<file path="src/inc/gii_cfg.svh">
// Constants of the bus instrument interface: addresses, command codes, timing and sizes.
`ifndef GII_CFG_SVH
`define GII_CFG_SVH
`define GII_ADDR_DEFAULT 6'h1c
`define GII_ADDR_MAX     6'h1e
`define GII_TON_FIRST    6'h28
`define GII_TON_LAST     6'h2b
`define GII_GRP_MASK     7'h60
`define GII_GRP_LISTEN   7'h20
`define GII_GRP_TALK     7'h40
`define GII_CMD_UNL      7'h3f
`define GII_CMD_GTL      7'h01
`define GII_CMD_SDC      7'h04
`define GII_CMD_GET      7'h08
`define GII_CMD_LLO      7'h11
`define GII_CMD_DCL      7'h14
`define GII_CMD_SPE      7'h18
`define GII_CMD_SPD      7'h19
`define GII_CLK_NS       10
`define GII_SETTLE_NS    2000
`define GII_SETTLE_CYC   ((`GII_SETTLE_NS + `GII_CLK_NS - 1) / `GII_CLK_NS)
`define GII_FIFO_DEPTH   32
`define GII_FIFO_AW      5
`endif

</file>
<file path="src/inc/gii_pkg.sv">
// Types shared by the bus instrument interface modules.
package gii_pkg;
  typedef struct packed {
    logic       last;
    logic [7:0] data;
  } gii_byte_type;
  typedef enum logic [1:0] {
    SH_IDLE = 2'h0, SH_SETTLE = 2'h1, SH_WAIT_RDY = 2'h2, SH_DAV = 2'h3
  } gii_sh_state_type;
  typedef enum logic [1:0] {
    AH_IDLE = 2'h0, AH_WAIT = 2'h1, AH_READY = 2'h2, AH_HOLD = 2'h3
  } gii_ah_state_type;
  typedef struct packed {
    gii_sh_state_type state;
    logic [7:0]       cnt;
    logic [7:0]       dio_oe_n;
    logic             dav_oe_n;
    logic             eoi_oe_n;
    logic             take;
  } gii_sh_st_type;
  typedef struct packed {
    logic [5:0]       addr;
    logic             ton;
    logic             talk;
    logic             listen;
    logic             spoll;
    logic             remote;
    logic             llo;
    logic             panel_lock;
    logic             pending;
    gii_ah_state_type ah;
    logic             nrfd_oe_n;
    logic             ndac_oe_n;
    logic             srq_oe_n;
    logic             rx_valid;
    gii_byte_type     rx_byte;
    logic             dev_clear;
    logic             trigger;
  } gii_main_st_type;
endpackage

</file>
<file path="src/design/gii_fifo.sv">
// Synchronous FIFO with valid and ready on both sides and a flush.
`timescale 1ns/1ps
`default_nettype none
`include "gii_cfg.svh"
module gii_fifo #(
  parameter int WIDTH = 9,
  parameter int DEPTH = `GII_FIFO_DEPTH,
  parameter int AW    = `GII_FIFO_AW
) (
  input  wire logic             clk,
  input  wire logic             rst_n,
  input  wire logic             flush,
  input  wire logic             in_valid,
  input  wire logic [WIDTH-1:0] in_data,
  output logic                  in_ready,
  output logic                  out_valid,
  output logic      [WIDTH-1:0] out_data,
  input  wire logic             out_ready
);
  typedef struct packed {
    logic [AW-1:0] wr;
    logic [AW-1:0] rd;
    logic [AW:0]   cnt;
  } gii_fifo_st_type;
  gii_fifo_st_type  st;
  gii_fifo_st_type  next_st;
  logic [WIDTH-1:0] mem [DEPTH];
  logic             push;
  logic             pop;
  assign in_ready  = (st.cnt != (AW+1)'(DEPTH));
  assign out_valid = (st.cnt != '0);
  assign out_data  = mem[st.rd];
  assign push      = in_valid && in_ready && !flush;
  assign pop       = out_valid && out_ready && !flush;
  always_comb begin
    next_st = st;
    if (flush) begin
      next_st = '0;
    end else begin
      if (push) next_st.wr = st.wr + AW'(1);
      if (pop) next_st.rd = st.rd + AW'(1);
      next_st.cnt = st.cnt + (AW+1)'(push) - (AW+1)'(pop);
    end
  end
  always_ff @(posedge clk or negedge rst_n) begin
    if (!rst_n) st <= '0;
    else st <= next_st;
  end
  // The storage has no reset so that it can map onto plain RAM.
  always_ff @(posedge clk) begin
    if (push) mem[st.wr] <= in_data;
  end
endmodule // gii_fifo
`default_nettype wire

</file>
<file path="src/design/gii_sh.sv">
// Source handshake: drives one byte, waits for readiness, raises DAV, waits for acceptance.
`timescale 1ns/1ps
`default_nettype none
`include "gii_cfg.svh"
module gii_sh
  import gii_pkg::*;
(
  input  wire logic         clk,
  input  wire logic         rst_n,
  input  wire logic         en,
  input  wire logic         src_valid,
  input  wire gii_byte_type src_byte,
  output logic              src_take,
  input  wire logic         nrfd_in,
  input  wire logic         ndac_in,
  output logic [7:0]        dio_oe_n,
  output logic              dav_oe_n,
  output logic              eoi_oe_n
);
  gii_sh_st_type st;
  gii_sh_st_type next_st;
  always_comb begin
    next_st = st;
    next_st.take = 1'b0;
    if (!en) begin
      next_st.state = SH_IDLE;
      next_st.dio_oe_n = 8'hff;
      next_st.dav_oe_n = 1'b1;
      next_st.eoi_oe_n = 1'b1;
    end else begin
      case (st.state)
        SH_IDLE: if (src_valid && !st.take) begin
          next_st.dio_oe_n = ~src_byte.data;
          next_st.eoi_oe_n = ~src_byte.last;
          next_st.cnt = 8'(`GII_SETTLE_CYC);
          next_st.state = SH_SETTLE;
        end
        SH_SETTLE: begin
          next_st.cnt = st.cnt - 8'h01;
          if (st.cnt == 8'h01) next_st.state = SH_WAIT_RDY;
        end
        SH_WAIT_RDY: if (nrfd_in) begin
          next_st.dav_oe_n = 1'b0;
          next_st.state = SH_DAV;
        end
        SH_DAV: if (ndac_in) begin
          next_st.dav_oe_n = 1'b1;
          next_st.dio_oe_n = 8'hff;
          next_st.eoi_oe_n = 1'b1;
          next_st.take = 1'b1;
          next_st.state = SH_IDLE;
        end
        default: next_st.state = SH_IDLE;
      endcase
    end
  end
  always_ff @(posedge clk or negedge rst_n) begin
    if (!rst_n) begin
      st <= '{state: SH_IDLE, dio_oe_n: 8'hff, dav_oe_n: 1'b1, eoi_oe_n: 1'b1, default: '0};
    end else begin
      st <= next_st;
    end
  end
  assign src_take = st.take;
  assign dio_oe_n = st.dio_oe_n;
  assign dav_oe_n = st.dav_oe_n;
  assign eoi_oe_n = st.eoi_oe_n;
  a_dav_ready: assert property (@(posedge clk) disable iff (!rst_n)
    $fell(dav_oe_n) |-> $past(nrfd_in) && $past(dio_oe_n, 2) == dio_oe_n)
    else $error("DAV raised without ready or settled data");
  a_dav_held: assert property (@(posedge clk) disable iff (!rst_n)
    !dav_oe_n && !ndac_in && en |=> !dav_oe_n || !en)
    else $error("DAV dropped before acceptance");
endmodule // gii_sh
`default_nettype wire

</file>
<file path="src/design/gii_top.sv">
// Bus instrument interface: addressing, acceptor handshake, poll, remote state and clear.
`timescale 1ns/1ps
`default_nettype none
`include "gii_cfg.svh"
module gii_top
  import gii_pkg::*;
(
  input  wire logic         clk,
  input  wire logic         rst_n,
  input  wire logic [7:0]   dio_in,
  output logic      [7:0]   dio_out,
  output logic      [7:0]   dio_oe_n,
  input  wire logic         dav_in,
  output logic              dav_out,
  output logic              dav_oe_n,
  input  wire logic         nrfd_in,
  output logic              nrfd_out,
  output logic              nrfd_oe_n,
  input  wire logic         ndac_in,
  output logic              ndac_out,
  output logic              ndac_oe_n,
  input  wire logic         eoi_in,
  output logic              eoi_out,
  output logic              eoi_oe_n,
  output logic              srq_out,
  output logic              srq_oe_n,
  input  wire logic         atn_in,
  input  wire logic         ifc_in,
  input  wire logic         ren_in,
  input  wire logic         addr_wr,
  input  wire logic [5:0]   addr_set,
  input  wire logic         tx_valid,
  input  wire gii_byte_type tx_byte,
  output logic              tx_ready,
  output logic              rx_valid,
  output gii_byte_type      rx_byte,
  input  wire logic         rx_ready,
  input  wire logic         svc_req,
  input  wire logic [7:0]   stb_in,
  output logic              dev_clear,
  output logic              trigger,
  output logic              remote,
  output logic              panel_lock,
  output logic              talk_active,
  output logic              listen_active,
  output logic              talk_only
);
  gii_main_st_type st;
  gii_main_st_type next_st;
  logic            atn;
  logic            ifc;
  logic            ren;
  logic            dav;
  logic [6:0]      cmd;
  logic            engaged;
  logic            capture;
  logic            cmd_take;
  logic            mla_hit;
  logic            mta_hit;
  logic            talk_en;
  logic            poll_src;
  logic            src_valid;
  gii_byte_type    src_byte;
  logic            sh_take;
  logic            fifo_valid;
  gii_byte_type    fifo_byte;

  function automatic logic gii_is_ton(input logic [5:0] a);
    return (a >= `GII_TON_FIRST) && (a <= `GII_TON_LAST);
  endfunction

  function automatic logic gii_addr_ok(input logic [5:0] a);
    return (a <= `GII_ADDR_MAX) || gii_is_ton(a);
  endfunction

  // Every bus line is true when low.
  assign atn = !atn_in;
  assign ifc = !ifc_in;
  assign ren = !ren_in;
  assign dav = !dav_in;
  assign cmd = ~dio_in[6:0];

  // Under ATN the acceptor always listens; otherwise only while addressed.
  assign engaged  = atn || (st.listen && !st.ton);
  assign capture  = engaged && (st.ah == AH_READY) && dav && (atn || !st.rx_valid);
  assign cmd_take = capture && atn;
  assign mla_hit  = cmd_take && !st.ton &&
                    (cmd == (`GII_GRP_LISTEN | {2'h0, st.addr[4:0]}));
  assign mta_hit  = cmd_take && !st.ton &&
                    (cmd == (`GII_GRP_TALK | {2'h0, st.addr[4:0]}));

  // The source releases its lines at the first clock edge under ATN, so a poll identify finds the data lines free.
  assign talk_en  = !atn && (st.talk || st.ton);
  assign poll_src = st.spoll && st.talk;
  assign src_valid = poll_src || fifo_valid;
  assign src_byte  = poll_src ?
                     gii_byte_type'{last: 1'b0, data: {stb_in[7], st.pending, stb_in[5:0]}}
                     : fifo_byte;

  gii_fifo #(
    .WIDTH ($bits(gii_byte_type))
  ) u_fifo (
    .clk       (clk),
    .rst_n     (rst_n),
    .flush     (st.dev_clear),
    .in_valid  (tx_valid),
    .in_data   (tx_byte),
    .in_ready  (tx_ready),
    .out_valid (fifo_valid),
    .out_data  (fifo_byte),
    .out_ready (sh_take && !poll_src)
  );

  gii_sh u_sh (
    .clk       (clk),
    .rst_n     (rst_n),
    .en        (talk_en),
    .src_valid (src_valid),
    .src_byte  (src_byte),
    .src_take  (sh_take),
    .nrfd_in   (nrfd_in),
    .ndac_in   (ndac_in),
    .dio_oe_n  (dio_oe_n),
    .dav_oe_n  (dav_oe_n),
    .eoi_oe_n  (eoi_oe_n)
  );

  always_comb begin
    next_st = st;
    next_st.dev_clear = 1'b0;
    next_st.trigger = 1'b0;
    if (addr_wr && gii_addr_ok(addr_set)) begin
      next_st.addr = addr_set;
      next_st.talk = 1'b0;
      next_st.listen = 1'b0;
    end
    if (st.rx_valid && rx_ready) next_st.rx_valid = 1'b0;
    if (!engaged) begin
      next_st.ah = AH_IDLE;
      next_st.nrfd_oe_n = 1'b1;
      next_st.ndac_oe_n = 1'b1;
    end else begin
      case (st.ah)
        AH_IDLE: begin
          next_st.ah = AH_WAIT;
          next_st.nrfd_oe_n = 1'b0;
          next_st.ndac_oe_n = 1'b0;
        end
        AH_WAIT: if (!dav && (atn || !st.rx_valid)) begin
          next_st.ah = AH_READY;
          next_st.nrfd_oe_n = 1'b1;
        end
        AH_READY: if (capture) begin
          next_st.ah = AH_HOLD;
          next_st.nrfd_oe_n = 1'b0;
          next_st.ndac_oe_n = 1'b1;
        end else if (!atn && st.rx_valid) begin
          next_st.ah = AH_WAIT;
          next_st.nrfd_oe_n = 1'b0;
        end
        AH_HOLD: if (!dav) begin
          next_st.ah = AH_WAIT;
          next_st.ndac_oe_n = 1'b0;
        end
        default: next_st.ah = AH_IDLE;
      endcase
    end
    if (capture && !atn) begin
      next_st.rx_valid = 1'b1;
      next_st.rx_byte = '{last: !eoi_in, data: ~dio_in};
    end
    // Secondary addresses and poll configuration fall through untouched.
    if (cmd_take) begin
      if (mla_hit) begin
        next_st.listen = 1'b1;
        next_st.talk = 1'b0;
        if (ren) next_st.remote = 1'b1;
      end else if (cmd == `GII_CMD_UNL) begin
        next_st.listen = 1'b0;
      end else if (mta_hit) begin
        next_st.talk = 1'b1;
        next_st.listen = 1'b0;
      end else if ((cmd & `GII_GRP_MASK) == `GII_GRP_TALK) begin
        next_st.talk = 1'b0;
      end else if (cmd == `GII_CMD_GTL && st.listen) begin
        next_st.remote = 1'b0;
      end else if ((cmd == `GII_CMD_SDC && st.listen) || cmd == `GII_CMD_DCL) begin
        next_st.dev_clear = 1'b1;
      end else if (cmd == `GII_CMD_GET && st.listen) begin
        next_st.trigger = 1'b1;
      end else if (cmd == `GII_CMD_LLO) begin
        next_st.llo = 1'b1;
      end else if (cmd == `GII_CMD_SPE) begin
        next_st.spoll = 1'b1;
      end else if (cmd == `GII_CMD_SPD) begin
        next_st.spoll = 1'b0;
      end
    end
    if (sh_take && poll_src) next_st.pending = 1'b0;
    if (next_st.dev_clear) next_st.pending = 1'b0;
    // A new request in the clearing cycle survives.
    if (svc_req) next_st.pending = 1'b1;
    if (!ren) begin
      next_st.remote = 1'b0;
      next_st.llo = 1'b0;
    end
    if (ifc) begin
      next_st.talk = 1'b0;
      next_st.listen = 1'b0;
      next_st.spoll = 1'b0;
      next_st.remote = 1'b0;
    end
    next_st.ton = gii_is_ton(next_st.addr);
    if (next_st.ton) next_st.listen = 1'b0;
    next_st.srq_oe_n = !next_st.pending;
    next_st.panel_lock = next_st.remote && next_st.llo;
  end

  always_ff @(posedge clk or negedge rst_n) begin
    if (!rst_n) begin
      st <= '{addr: `GII_ADDR_DEFAULT, ah: AH_IDLE, nrfd_oe_n: 1'b1,
              ndac_oe_n: 1'b1, srq_oe_n: 1'b1, default: '0};
    end else begin
      st <= next_st;
    end
  end

  // Drivers only ever pull low; the enable alone decides the line.
  assign dio_out  = 8'h00;
  assign dav_out  = 1'b0;
  assign nrfd_out = 1'b0;
  assign ndac_out = 1'b0;
  assign eoi_out  = 1'b0;
  assign srq_out  = 1'b0;
  assign nrfd_oe_n     = st.nrfd_oe_n;
  assign ndac_oe_n     = st.ndac_oe_n;
  assign srq_oe_n      = st.srq_oe_n;
  assign rx_valid      = st.rx_valid;
  assign rx_byte       = st.rx_byte;
  assign dev_clear     = st.dev_clear;
  assign trigger       = st.trigger;
  assign remote        = st.remote;
  assign panel_lock    = st.panel_lock;
  assign talk_active   = st.talk;
  assign listen_active = st.listen;
  assign talk_only     = st.ton;

  a_ppoll_quiet: assert property (@(posedge clk) disable iff (!rst_n)
    atn && $past(atn) |-> dio_oe_n == 8'hff)
    else $error("data lines driven under ATN");
  a_talk_gate: assert property (@(posedge clk) disable iff (!rst_n)
    dio_oe_n != 8'hff |-> $past(talk_en))
    else $error("data driven while not talker");
  a_listen_gate: assert property (@(posedge clk) disable iff (!rst_n)
    $rose(rx_valid) |-> $past(st.listen) && !$past(atn) && $past(st.ah) == AH_READY)
    else $error("data byte taken while not listener");
  a_ah_hold_nrfd: assert property (@(posedge clk) disable iff (!rst_n)
    st.ah == AH_HOLD |-> !nrfd_oe_n && ndac_oe_n)
    else $error("acceptor hold state lines wrong");
  a_mla_untalk: assert property (@(posedge clk) disable iff (!rst_n)
    mla_hit && !ifc |=> listen_active && !talk_active)
    else $error("own listen address kept talker");
  a_mta_unlisten: assert property (@(posedge clk) disable iff (!rst_n)
    mta_hit && !ifc |=> talk_active && !listen_active)
    else $error("own talk address kept listener");
  a_ifc_idle: assert property (@(posedge clk) disable iff (!rst_n)
    ifc |=> !talk_active && !listen_active && !remote)
    else $error("interface clear left addressed state");
  a_ren_remote: assert property (@(posedge clk) disable iff (!rst_n)
    $rose(remote) |-> $past(ren) && $past(mla_hit))
    else $error("remote entered without REN and listen address");
  a_srq_on: assert property (@(posedge clk) disable iff (!rst_n)
    svc_req |=> !srq_oe_n ##0 st.pending)
    else $error("service request not raised");
  a_poll_clear: assert property (@(posedge clk) disable iff (!rst_n)
    sh_take && poll_src && !svc_req |=> srq_oe_n)
    else $error("pending request survived serial poll");
  a_panel_lock: assert property (@(posedge clk) disable iff (!rst_n)
    st.llo && mla_hit && ren && !ifc |=> panel_lock)
    else $error("lockout not applied in remote");

  // Command decoding must leave these traces one edge after the byte is taken; the role, REN, address and receive hold checks apply at every edge.
  a_unl_drop: assert property (@(posedge clk) disable iff (!rst_n)
    cmd_take && cmd == `GII_CMD_UNL |=> !listen_active)
    else $error("unlisten kept listener");
  a_untalk_other: assert property (@(posedge clk) disable iff (!rst_n)
    cmd_take && (cmd & `GII_GRP_MASK) == `GII_GRP_TALK && !mta_hit |=> !talk_active)
    else $error("other talk address kept talker");
  a_roles_apart: assert property (@(posedge clk) disable iff (!rst_n)
    !(talk_active && listen_active))
    else $error("talker and listener at once");
  a_sdc_clear: assert property (@(posedge clk) disable iff (!rst_n)
    cmd_take && cmd == `GII_CMD_SDC && st.listen |=> dev_clear)
    else $error("selected clear lost");
  a_dcl_clear: assert property (@(posedge clk) disable iff (!rst_n)
    cmd_take && cmd == `GII_CMD_DCL |=> dev_clear)
    else $error("universal clear lost");
  a_get_trig: assert property (@(posedge clk) disable iff (!rst_n)
    cmd_take && cmd == `GII_CMD_GET && st.listen |=> trigger)
    else $error("trigger lost");
  a_trig_source: assert property (@(posedge clk) disable iff (!rst_n)
    trigger |-> $past(st.listen) && $past(cmd_take))
    else $error("trigger without addressed command");
  a_llo_set: assert property (@(posedge clk) disable iff (!rst_n)
    cmd_take && cmd == `GII_CMD_LLO && ren |=> st.llo)
    else $error("lockout not stored");
  a_ren_local: assert property (@(posedge clk) disable iff (!rst_n)
    !ren |=> !remote && !panel_lock)
    else $error("remote kept without REN");
  a_addr_legal: assert property (@(posedge clk) disable iff (!rst_n)
    st.addr <= `GII_ADDR_MAX || talk_only)
    else $error("address outside legal settings");
  a_ton_deaf: assert property (@(posedge clk) disable iff (!rst_n)
    talk_only |-> !listen_active)
    else $error("listener in talk-only");
  a_rx_hold: assert property (@(posedge clk) disable iff (!rst_n)
    rx_valid && !rx_ready |=> rx_valid && $stable(rx_byte))
    else $error("unread byte lost");
endmodule // gii_top
`default_nettype wire

</file>
<file path="config.mk">
export PLATFORM = sky130hd
export DESIGN_NAME = gii_top
export DESIGN_NICKNAME = d
export VERILOG_FILES = /design/src/inc/gii_pkg.sv /design/src/design/gii_fifo.sv /design/src/design/gii_sh.sv /design/src/design/gii_top.sv
export VERILOG_INCLUDE_DIRS = /design/src /design/src/inc
export SDC_FILE = /design/constraint.sdc
export NUM_CORES = 1
export LEC_CHECK = 0
export BUFFER_PORTS_ARGS = -buffer_cell sky130_fd_sc_hd__buf_4
export CORE_MARGIN = 2
export CORE_UTILIZATION = 51
export CTS_CLUSTER_SIZE = 10
export DETAILED_ROUTE_END_ITERATION = 10
export PLACE_DENSITY = 0.74
export SETUP_SLACK_MARGIN = 0.1
export SLEW_MARGIN = 20
export SYNTH_ARGS = -nofsm -noshare
export SYNTH_HDL_FRONTEND = slang
export SYNTH_SLANG_ARGS = --single-unit
export TNS_END_PERCENT = 1
</file>
<file path="constraint.sdc">
create_clock -name clk -period 2.95 [get_ports clk]
set_input_delay 0.1475 -clock clk [delete_from_list [all_inputs] [get_ports clk]]
set_output_delay 0.1475 -clock clk [all_outputs]
set_load 0.02 [all_outputs]
</file>
==> reports/summary.json <==
{
  "grt_start_max_net_pins": 69,
  "internal_power_mw": 9.13,
  "cts_post_setup_buffers_inserted": 0,
  "htree_levels": 2,
  "tritoncts": "yes",
  "post-route-worst-setup-slack_ns": 0.121,
  "numPortBuffers": 73,
  "synthToLayoutAreaGrowth_pct": 17.1,
  "clk_latency_ns": 0.54,
  "drt_pass1_iterations": 5,
  "hold_start": "nrfd_in",
  "worst-endpoint-required_ns": 3.38,
  "cpMostUsedCell": "sky130_fd_sc_hd__a221oi_1",
  "arrival_ns": 3.26,
  "seq_power_share_pct": 50.8,
  "clk_path_buf_depth": 3,
  "setup_tns_ns": 0,
  "cpMaxStageDelayCell": "sky130_fd_sc_hd__dfrtp_4",
  "worstSetupPathType": "reg -> reg",
  "power.switching_mw": 3.05,
  "drt_drc_violations_left": 0,
  "hold_class": "in -> reg",
  "yosys_register_bits": 356,
  "slew_viol_final": 0,
  "synthArstFlopShare_pct": 19.1,
  "worstPathCellList": "mux4_1 -> mux2_2 -> a221oi_1 -> a211oi_1 -> a221oi_1",
  "drive_gt1_share_pct": 22.7,
  "grt_overflow_total": 0,
  "finalWeightedCongestion": 0.819,
  "timing.max_slew.rel_slack_pct": 31.3,
  "cts-buffers-inserted": 41,
  "boundaryPins": 88,
  "portion_of_the_post_synthesis_area_used_by_sequential_elements_pct": 67.9,
  "drt_wl_cell_um": 22.3,
  "vias": 8868,
  "final-setup-viol-count": 0,
  "leakagePower_nw": 6.36,
  "global_route.usage.total_pct": 21.9,
  "rsz0062_at_grt": "yes",
  "fin_worst_skew_ns": 0.0114,
  "worstSetupStartpointType": "register",
  "worstPathMaxFanout": 24,
  "crit-reg2reg-launch": "u_fifo.st[6]$_DFFE_PN0P_",
  "die-height_um": 177,
  "share_comb_of_total_power_pct": 12.7,
  "synth.cell_area_sq_um": 15300,
  "r2r_end": "u_sh.dio_oe_n[2]$_DFFE_PN1P_",
  "yosys.cell_types.count": 74,
  "gate_count_after_technology_mapping": 954,
  "synth-main-ff-cell": "sky130_fd_sc_hd__edfxtp_1",
  "drt-vias-per-instance": 5.85,
  "grt_pass1_wl_mm": 51.5,
  "worst-r2r-cell-count": 5,
  "width_of_the_die_um": 177,
  "clock_slew_seen_by_the_registers_of_the_worst_setup_and_hold_paths_ns": 0.06,
  "clkSinkCount": 356,
  "post-place-ws_ns": 0.185,
  "vias_in_the_first_global_route": 9076,
  "nNetsFinal": 1179,
  "layout_common_cells": "sky130_fd_sc_hd__edfxtp_1 (288), sky130_fd_sc_hd__buf_4 (131), sky130_fd_sc_hd__nor2_1 (69), sky130_fd_sc_hd__mux2i_1 (55), sky130_fd_sc_hd__dfrtp_1 (50)",
  "timing_worst_slew_pin_value_ns": 1.00,
  "die_area_sq_um": 31400,
  "hold_end": "u_sh.dav_oe_n$_DFFE_PN1P_",
  "clock_power_share_pct": 36.5,
  "dp_hpwl_mm": 21.1,
  "r2r_setup_slack_ns": 0.12,
  "status": "finished, final reports clean",
  "placeableCoreArea_sq_um": 29600,
  "layout.cells.most_common": "sky130_fd_sc_hd__edfxtp_1",
  "final_hold_viol_count": 0,
  "slowest_delay_ns": 0.71,
  "final_routed_wirelength_mm": 33.7,
  "final.period_utilization_pct": 95.9,
  "fill_cells": 2110,
  "start_util_pct": 51.7,
  "postSynthAreaPerCell_sq_um": 16.0,
  "detailedRoute.firstIterationViolations": 763,
  "row_count": 63,
  "num_antenna_cells": 0,
  "sw_frac_of_total_pct": 25.0,
  "grt_antenna_before_repair": 0,
  "synth_enable_flop_cells": 288,
  "layout_min_cycle_time_ns": 2.83,
  "worstSetupEndpointType": "register",
  "timing.max_cap.violations": 0,
  "synth.yosys.warnings": 0,
  "clockRootBuffer": "sky130_fd_sc_hd__clkbuf_16",
  "timing.fmax_ghz": 0.353,
  "min_delay_path_depth": 4,
  "power.density_cell_area_nw_per_um2": 681,
  "postRouteAntennaNets": 0,
  "irDropWorstVdd_uv": 475
}
## cells in the mapped netlist (all sizes together) (5+ instances only)
cell	instances	area, sq um
a211oi	10	75.1
a21o	6	45.0
a21oi	21	105
a221oi	22	193
and3	5	31.3
buf	50	408
clkbuf	19	96.3
dfrtp	52	1300
dfstp	16	420
edfxtp	288	8650
ha	24	300
inv	36	135
mux2	13	146
mux2i	55	551
mux4	48	1130
nand2	46	173
nand2b	6	37.5
nand3	9	45.0
nand3b	5	37.5
nand4	9	56.3
nor2	69	259
nor2b	10	62.6
nor3	6	30.0
o21ai	34	174
o221ai	16	140
xnor2	11	96.3
xor2	10	87.6
## critical path, delay by kind of cell (launching register included)
family          cells  cell delay (ns)
mux                 2             0.97
compound gates      3             1.02
flops               1             0.71
## cell type report
cell class	instances	area (sq um)	share of cell area, %
Clock buffer	56	1090	6.11
Tap cell	390	488	2.73
Timing Repair Buffer	171	1420	7.96
Multi-Input combinational cell	502	4300	24.0
Clock inverter	3	66.3	0.371
Inverter	38	143	0.797
Sequential cell	356	10400	58.0
## layer usage
layer,vias up,track usage (%),part of all wire [%]
met5,-,0,0
met4,0,6.61,2.8
met3,72,5.67,8.9
met2,413,36.3,49
met1,4425,28.5,40
li1,3958,-,-
## what timing repair did
| action | 4_1_cts | 5_1_grt |
|---|---|---|
| hold buffers | 36 | 0 |
| resized for setup | 0 | 1 |
| endpoints found under the setup margin | 0 | 6 |
| hold endpoints to repair | 88 | 0 |
## cell families after synthesis
group / Yosys count / share of synthesized area [%]
fa+ha+maj: 25 / 2.10
mux: 116 / 12.0
flops: 356 / 67.9
other cells: 1 / 0.0245
simple gates: 189 / 6.18
compound gates: 138 / 6.33
buf+inv: 108 / 4.30
xor+xnor: 21 / 1.20
## power by group through the flow
| stage | Combinational [mW] | Clock, mW | Sequential, mW |
|---|---|---|---|
| 2_1_floorplan | 1.05 | 0 | 6.13 |
| 4_1_cts | 1.55 | 4.51 | 6.17 |
| 3_5_place_dp | 1.50 | 0 | 6.26 |
| 5_1_grt | 1.74 | 4.72 | 6.21 |
| 6_report | 1.55 | 4.44 | 6.18 |
| 3_3_place_gp | 1.45 | 0 | 6.24 |
## through the flow
| step | utilization (%) | std cells | cell area (sq um) | hold slack (ns) | power [mW] |
|---|---|---|---|---|---|
| floorplan | - | 966 | 15300 | -0.148 | 7.18 |
| global placement | 55.4 | 1421 | 16400 | 0.282 | 7.69 |
| detailed placement | 55.4 | 1421 | 16400 | 0.284 | 7.76 |
| CTS | 60.5 | 1516 | 17900 | 0.0243 | 12.2 |
| global route | 60.5 | 1516 | 17900 | 0.0496 | 12.7 |
| finish | 60.5 | 1516 | 17900 | 0.0436 | 12.2 |
## worst max path at each step
stage                                         from                      endpoint  cells past startpoint
after detailed placement  u_fifo.st[6]$_DFFE_PN0P_  u_sh.dio_oe_n[7]$_DFFE_PN1P_                      6
after floorplan             u_fifo.st[2]$_DFF_PN0_        u_fifo.st[5]$_DFF_PN0_                     12
after global placement      u_fifo.st[2]$_DFF_PN0_        u_fifo.st[4]$_DFF_PN0_                     13
after global routing        u_fifo.st[2]$_DFF_PN0_        u_fifo.st[4]$_DFF_PN0_                     13
final                     u_fifo.st[6]$_DFFE_PN0P_  u_sh.dio_oe_n[2]$_DFFE_PN1P_                      5
after CTS                 u_fifo.st[6]$_DFFE_PN0P_  u_sh.dio_oe_n[2]$_DFFE_PN1P_                      5
## sequential cells by signal (all words and copies together) (netlist names), 8 cells and up
signal / count
u_sh.dio_oe_n: 8
rx_byte: 9
u_fifo.st: 16
u_sh.st: 10
u_fifo.mem: 288
st: 11
(Power assumes the default switching activity.)
